--- config.mk ---
export PLATFORM = sky130hd
export DESIGN_NAME = rhdsr_regs
export DESIGN_NICKNAME = d
export VERILOG_FILES = /design/src/core/rhdsr_pkg.sv /design/src/core/rhdsr_regs.sv
export VERILOG_INCLUDE_DIRS = /design/src /design/src/core
export SDC_FILE = /design/constraint.sdc
export NUM_CORES = 1
export LEC_CHECK = 0
export ABC_AREA = 1
export BUFFER_PORTS_ARGS = -buffer_cell sky130_fd_sc_hd__buf_2
export CORE_ASPECT_RATIO = 0.75
export CORE_MARGIN = 5
export CORE_UTILIZATION = 35
export CTS_CLUSTER_SIZE = 25
export DETAILED_ROUTE_END_ITERATION = 10
export GPL_TIMING_DRIVEN = 0
export PLACE_DENSITY = 0.79
export SYNTH_ARGS = -nofsm -noshare
export SYNTH_HDL_FRONTEND = slang
export SYNTH_SLANG_ARGS = --single-unit
--- constraint.sdc ---
create_clock -name ref_clk -period 1.5 [get_ports ref_clk]
set_input_delay 0.45 -clock ref_clk [delete_from_list [all_inputs] [get_ports ref_clk]]
set_output_delay 0.45 -clock ref_clk [all_outputs]
set_load 0.005 [all_outputs]
--- src/core/rhdsr_cfg.svh ---
// offsets, field positions, reset values of the root hub registers
// assumes it is included by bare name into each design file
// Function
// - descriptor B read 0x13, write 0x93
// - masked port in per-port mode follows per-port power commands only
// - global switching mode ignores the mask
// - mask bit 2 port 2, bit 1 port 1
// - removable bits per port, set means fixed
// - removable bit 2 port 2, bit 0 reserved
// - hub status read 0x14, write 0x94
// - status low half, changes high half
// - descriptor B reset values are configurable
// - overcurrent change flag, write one clears
// - bit 31 clears wake, bit 15 sets
// - bit 16 powers on unmasked ports, reads 0
// - bit 0 powers off unmasked ports, reads 0
`ifndef RHDSR_CFG_SVH
`define RHDSR_CFG_SVH
// command codes
`define RHDSR_CMD_DESCB_RD 8'h13
`define RHDSR_CMD_DESCB_WR 8'h93
`define RHDSR_CMD_STAT_RD 8'h14
`define RHDSR_CMD_STAT_WR 8'h94
// descriptor B fields, bit 0 of each field reserved
`define RHDSR_MASK_LSB 17
`define RHDSR_MASK_MSB 18
`define RHDSR_DR_LSB 1
`define RHDSR_DR_MSB 2
// hub status fields
`define RHDSR_CLR_WAKE_BIT 31
`define RHDSR_OC_CHG_BIT 17
`define RHDSR_PWR_ON_BIT 16
`define RHDSR_WAKE_BIT 15
`define RHDSR_OC_BIT 1
`define RHDSR_PWR_OFF_BIT 0
// implementation defaults for descriptor B
`define RHDSR_MASK_RST 2'h0
`define RHDSR_DR_RST 2'h0
`endif

--- src/core/rhdsr_pkg.sv ---
// types shared by the root hub register bank
// assumes the config header is compiled alongside
package rhdsr_pkg;
    // one 32-bit register word
    typedef logic [31:0] rhdsr_word_type;
    // one bit per downstream port, ports 1 and 2
    typedef logic [2:1] rhdsr_port_type;
endpackage : rhdsr_pkg

--- src/core/rhdsr_regs.sv ---
// root hub descriptor B and hub status registers with port power control
// assumes commands arrive as one-cycle strobes on ref_clk from the host
// interface, and that the switching mode and per-port commands come from
// neighbouring logic on the same clock; overcurrent comes from a pin
`timescale 1ns/1ns
`include "rhdsr_cfg.svh"
module rhdsr_regs
    import rhdsr_pkg::*;
(
    // clock and reset
    input wire logic ref_clk,
    input wire logic rst_n,
    // command port from the host processor
    input wire logic cmd_valid,
    input wire logic [7:0] cmd_code,
    input wire logic [31:0] wr_data,
    output logic rd_valid,
    output logic [31:0] rd_data,
    // root hub context
    input wire logic power_switch_mode_sel,
    input wire logic [2:1] port_power_set,
    input wire logic [2:1] port_power_clr,
    input wire logic overcurrent_pin,
    // state shown to the rest of the root hub
    output logic [2:1] port_power,
    output logic [2:1] port_power_mask,
    output logic [2:1] device_removable_map,
    output logic remote_wake_enable,
    output logic overcurrent_flag,
    output logic overcurrent_change_flag
);

    // decoded command strobes
    logic descb_rd;
    logic descb_wr;
    logic stat_rd;
    logic stat_wr;
    // overcurrent synchroniser stages
    logic oc_meta;
    logic oc_sync;
    logic next_oc_meta;
    logic next_oc_sync;
    // register next values
    logic [2:1] next_mask;
    logic [2:1] next_dr;
    logic next_wake;
    logic next_oci;
    logic next_occ;
    logic next_rd_valid;
    rhdsr_word_type next_rd_data;
    rhdsr_port_type next_power;
    // which ports a global command reaches
    rhdsr_port_type global_reach;
    logic oc_edge;
    logic glob_on;
    logic glob_off;

    // one command code against the strobe
    function automatic logic cmd_is(input logic [7:0] code,
                                    input logic [7:0] want);
        cmd_is = (code == want);
    endfunction : cmd_is

    // packs descriptor B, reserved and port 0 slots read zero
    function automatic rhdsr_word_type descb_word(input logic [2:1] m,
                                                  input logic [2:1] d);
        descb_word = 32'h0;
        descb_word[`RHDSR_MASK_MSB:`RHDSR_MASK_LSB] = m;
        descb_word[`RHDSR_DR_MSB:`RHDSR_DR_LSB] = d;
    endfunction : descb_word

    // packs hub status; local power bits always read zero
    function automatic rhdsr_word_type stat_word(input logic w,
                                                 input logic o,
                                                 input logic c);
        stat_word = 32'h0;
        stat_word[`RHDSR_OC_CHG_BIT] = c;
        stat_word[`RHDSR_WAKE_BIT] = w;
        stat_word[`RHDSR_OC_BIT] = o;
    endfunction : stat_word

    // command decode, same clock so no synchroniser needed
    assign descb_rd = cmd_valid && cmd_is(cmd_code, `RHDSR_CMD_DESCB_RD);
    assign descb_wr = cmd_valid && cmd_is(cmd_code, `RHDSR_CMD_DESCB_WR);
    assign stat_rd = cmd_valid && cmd_is(cmd_code, `RHDSR_CMD_STAT_RD);
    assign stat_wr = cmd_valid && cmd_is(cmd_code, `RHDSR_CMD_STAT_WR);

    // global power commands, off wins when both bits are written
    assign glob_on = stat_wr && wr_data[`RHDSR_PWR_ON_BIT];
    assign glob_off = stat_wr && wr_data[`RHDSR_PWR_OFF_BIT];
    // mask is meaningless in global switching mode
    assign global_reach = power_switch_mode_sel ?
                          ~port_power_mask : 2'h3;
    // change seen between the synchronised level and the held flag
    assign oc_edge = (oc_sync != overcurrent_flag);

    // next values of the synchroniser and status registers
    always_comb
    begin
        next_oc_meta = overcurrent_pin;
        next_oc_sync = oc_meta;
        next_oci = oc_sync;
        // descriptor B keeps only the port slots
        next_mask = port_power_mask;
        next_dr = device_removable_map;
        if (descb_wr)
        begin
            next_mask = wr_data[`RHDSR_MASK_MSB:`RHDSR_MASK_LSB];
            next_dr = wr_data[`RHDSR_DR_MSB:`RHDSR_DR_LSB];
        end
        // clear before set: a write of both bits leaves wake enabled
        next_wake = remote_wake_enable;
        if (stat_wr && wr_data[`RHDSR_CLR_WAKE_BIT])
        begin
            next_wake = 1'b0;
        end
        if (stat_wr && wr_data[`RHDSR_WAKE_BIT])
        begin
            next_wake = 1'b1;
        end
        // write-one clear first, then a new change wins over it
        next_occ = overcurrent_change_flag;
        if (stat_wr && wr_data[`RHDSR_OC_CHG_BIT])
        begin
            next_occ = 1'b0;
        end
        if (oc_edge)
        begin
            next_occ = 1'b1;
        end
        // read answer, registered one cycle after the strobe
        next_rd_valid = descb_rd || stat_rd;
        next_rd_data = rd_data;
        if (descb_rd)
        begin
            next_rd_data = descb_word(port_power_mask,
                                      device_removable_map);
        end
        else if (stat_rd)
        begin
            next_rd_data = stat_word(remote_wake_enable, overcurrent_flag,
                                     overcurrent_change_flag);
        end
    end

    // per-port power, one copy of the logic for each port
    genvar gp;
    generate
        for (gp = 1; gp <= 2; gp++)
        begin : g_port
            // masked ports in per-port mode answer only own commands
            logic own_cmd;
            assign own_cmd = power_switch_mode_sel && port_power_mask[gp];
            always_comb
            begin
                next_power[gp] = port_power[gp];
                if (own_cmd && port_power_set[gp])
                begin
                    next_power[gp] = 1'b1;
                end
                if (own_cmd && port_power_clr[gp])
                begin
                    next_power[gp] = 1'b0;
                end
                if (global_reach[gp] && glob_on)
                begin
                    next_power[gp] = 1'b1;
                end
                if (global_reach[gp] && glob_off)
                begin
                    next_power[gp] = 1'b0;
                end
            end
            // a masked port in per-port mode ignores global commands
            a_mask_hold: assert property (
                @(posedge ref_clk) disable iff (!rst_n)
                own_cmd && !port_power_set[gp] && !port_power_clr[gp]
                |=> port_power[gp] == $past(port_power[gp]))
                else $error("masked port moved on global command");
        end
    endgenerate

    // registers only; descriptor B defaults come from the config header
    always_ff @(posedge ref_clk or negedge rst_n)
    begin
        if (!rst_n)
        begin
            oc_meta <= 1'b0;
            oc_sync <= 1'b0;
            overcurrent_flag <= 1'b0;
            overcurrent_change_flag <= 1'b0;
            remote_wake_enable <= 1'b0;
            port_power_mask <= `RHDSR_MASK_RST;
            device_removable_map <= `RHDSR_DR_RST;
            port_power <= 2'h0;
            rd_valid <= 1'b0;
            rd_data <= 32'h0;
        end
        else
        begin
            oc_meta <= next_oc_meta;
            oc_sync <= next_oc_sync;
            overcurrent_flag <= next_oci;
            overcurrent_change_flag <= next_occ;
            remote_wake_enable <= next_wake;
            port_power_mask <= next_mask;
            device_removable_map <= next_dr;
            port_power <= next_power;
            rd_valid <= next_rd_valid;
            rd_data <= next_rd_data;
        end
    end

    // checks on the answers and side effects
    a_descb_read: assert property (
        @(posedge ref_clk) disable iff (!rst_n)
        descb_rd |=> rd_valid && rd_data == {13'h0,
        $past(port_power_mask), 14'h0, $past(device_removable_map),
        1'b0})
        else $error("descriptor read answer wrong");
    a_descb_write: assert property (
        @(posedge ref_clk) disable iff (!rst_n)
        descb_wr |=> port_power_mask == $past(wr_data[18:17]) &&
        device_removable_map == $past(wr_data[2:1]))
        else $error("descriptor write not stored");
    a_stat_read: assert property (
        @(posedge ref_clk) disable iff (!rst_n)
        stat_rd |=> rd_valid && rd_data[17] == $past(overcurrent_change_flag)
        && rd_data[15] == $past(remote_wake_enable)
        && rd_data[1] == $past(overcurrent_flag))
        else $error("hub status read answer wrong");
    a_rsvd_zero: assert property (
        @(posedge ref_clk) disable iff (!rst_n)
        rd_valid |-> rd_data[31:19] == 13'h0 && rd_data[16] == 1'b0
        && rd_data[14:3] == 12'h0 && rd_data[0] == 1'b0)
        else $error("reserved bits read nonzero");
    // flag follows one edge after the synchronised level moves
    a_occ_set: assert property (
        @(posedge ref_clk) disable iff (!rst_n)
        $changed(oc_sync) |=> overcurrent_change_flag)
        else $error("overcurrent change not flagged");
    a_occ_clear: assert property (
        @(posedge ref_clk) disable iff (!rst_n)
        stat_wr && wr_data[17] && !oc_edge |=>
        !overcurrent_change_flag)
        else $error("overcurrent change not cleared");
    a_wake_ctrl: assert property (
        @(posedge ref_clk) disable iff (!rst_n)
        stat_wr && (wr_data[31] || wr_data[15]) |=>
        remote_wake_enable == $past(wr_data[15]))
        else $error("remote wake enable wrong");
    a_glob_power: assert property (
        @(posedge ref_clk) disable iff (!rst_n)
        !power_switch_mode_sel && stat_wr && (wr_data[16] || wr_data[0])
        |=> port_power == {2{!$past(wr_data[0])}})
        else $error("global power command missed");

endmodule : rhdsr_regs

==> reports/metrics.yaml <==
rsz0062_at_grt: "false"
synth-seq-area-share_pct: 40.7
ctsRootBufferMaster: "clkbuf_8"
fmax_mhz: 785
worstSkewPairLatency_ns: 0.25
post_cts_buffers: 0
max_cap_violations: 0
grt_pass1_wl_mm: 3.55
final_cell_mix: "buf_2, nand2_1, buf_4, conb_1, dfrtp_1"
finish.instance_area_mm2: 0.00143
die-area_mm2: 0.00419
crit_path_start_kind: "flop"
crit_slowest_cell: "dfrtp_1"
nFillCells: 286
cts.htree.levels: 1
worstPathArrival_ns: 0.82
antenna_found_initial: 0
synth_compound_area_share_pct: 0.958
crit_required_ns: 1.05
crit_type: "reg -> out"
slew_violations: 0
layout_commonest_cell: "buf_2"
fp.dieH_um: 57.3
vias_per_cell: 3.91
core_mm2: 0.00291
netlist_area_mm2: 0.00104
synthMuxAreaShare_pct: 0
drive_above_1_share_pct: 42.8
cts_buffer_depth: 2
fin_util_pct: 49.1
power_density_mw_per_mm2: 768
finClkSkew_ns: 0.00397
synth_top_family_by_area: "simple AND/OR/NAND/NOR gates"
clock-sinks: 17
endpoint_kind: "primary output"
worstPathMaxFanout: 4
synthAdderAreaFrac_pct: 0
timing.final.ws_setup_ns: 0.226
ctsResizeCount: 0
wl_per_cell_um: 9.73
static-leakage-power_uw: 0.000901
period_share_pct: 84.9
grt_max_degree: 18
insertedDiodeCount: 0
drt-pass1-iter-count: 5
finalPower_uw: 1100
numCtsBuffers: 3
placed_cell_area_mm2: 0.00139
drtAntennaViolNets: 0
ctsHoldBuffers: 0
critPathMaxStageDelay_ns: 0.42
die_w_um: 73.1
cts_tree: "built"
vias: 906
syn_area_per_cell_um2: 8.36
drt_wl_total_mm: 2.26
synth-simple-area-share_pct: 34.0
ys_types: 19
min_path_type: "in -> async"
setup_viol: 0
cp_top_family: "flip-flops"
fin_crit_ns: 1.27
syn_inst: 125
dp_hpwl_mm: 1.91
first_global_vias: 810
outcome: "finished, final reports clean"
fin_setup_tns_ns: 0
io_pins: 91
synth_xor_area_share_pct: 0.838
path_buf_inv: 1
path_clk_slew_ns: 0.07
nets: 244
dp_slack_ns: 0.0936
finalHoldViolations: 0
grt.overflow.total: 0
ys.warnings.count: 0
drt_first_iter_violations: 54
portBuffers: 39
area_growth_pct: 37.0
fp-row-count: 17
gp_congestion: 0.700
initial_utilization_pct: 35.9
ir_worst_vdd_mv: 0.539
yosys_register_bits: 17
drc: 0
crit_chain: "buf_2"
grt_use_total_pct: 10.7
## per-stage QoR
step / instances / hold WS (ns)
after floorplan: 151 / 0.154
after global placement: 228 / 0.331
after detailed placement: 228 / 0.336
after CTS: 232 / 0.118
after global routing: 232 / 0.134
final: 232 / 0.111
## path summary, 6_finish.rpt
path,from,end,slack [ns],cells after the start
max,port_power_mask[1]$_DFFE_PN0P_,port_power_mask[1],0.23,1
min,rst_n,overcurrent_change_flag$_DFFE_PN0P_,0.11,1
max reg2reg,port_power_mask[1]$_DFFE_PN0P_,port_power[1]$_DFFE_PN0P_,0.70,4
min reg2reg,next_oc_sync$_DFF_PN0_,next_oci$_DFF_PN0_,0.35,0
max in group asynchronous,rst_n,port_power_mask[2]$_DFFE_PN0P_,1.11,1
min in group ref_clk,overcurrent_pin,next_oc_sync$_DFF_PN0_,0.30,1
## layer usage
layer | share of wire (%) | up-vias | track usage (%)
met5 | 0 | - | 0
met4 | 0.31 | 0 | 0.789
met3 | 9.6 | 2 | 5.63
met2 | 50 | 28 | 18.5
met1 | 40 | 397 | 12.2
li1 | - | 479 | -
## layout make-up
cell class                 count  area [um^2]  share of cell area (%)
buffer                        27          203                    14.2
clock buffer                   3         41.3                    2.88
clock inverter                 1         5.00                   0.350
inverter                      10         38.8                    2.71
multi-input combinational     97          475                    33.2
sequential                    17          425                    29.7
tap                           38         47.5                    3.32
timing repair buffer          39          195                    13.6
## synthesized netlist by cell type, drive strengths merged
master / count / share of area, %
xnor2: 1 / 0.84
clkinv: 1 / 0.48
nor3: 1 / 1.6
or2: 1 / 0.60
nor2: 6 / 5.1
inv: 9 / 3.2
o21ai: 2 / 0.96
dfrtp: 17 / 41
buf: 27 / 19
conb: 1 / 0.36
nand4: 3 / 1.8
nand2: 38 / 15
nand3: 18 / 10
## cells by family after synthesis
kind of cell              after synthesis
DFF                                    17
other                                   1
and+or+nand+nor                        67
xor gates and xnor gates                1
buffers and inverters                  37
AOI/OAI and AO/OA                       2
## sequential cells by signal, indices dropped and copies added, names as in the netlist
signal	count
device_removable_map	2
next_oc_sync	1
next_oci	1
overcurrent_change_flag	1
overcurrent_flag	1
port_power	2
port_power_mask	2
rd_data	5
rd_valid	1
remote_wake_enable	1
## report_power, final
group / internal [uW] / switching (uW) / total (uW)
logic: 119 / 113 / 231
clock network: 184 / 160 / 345
registers: 495 / 27.1 / 522
Power figures use the tool's default switching activity.
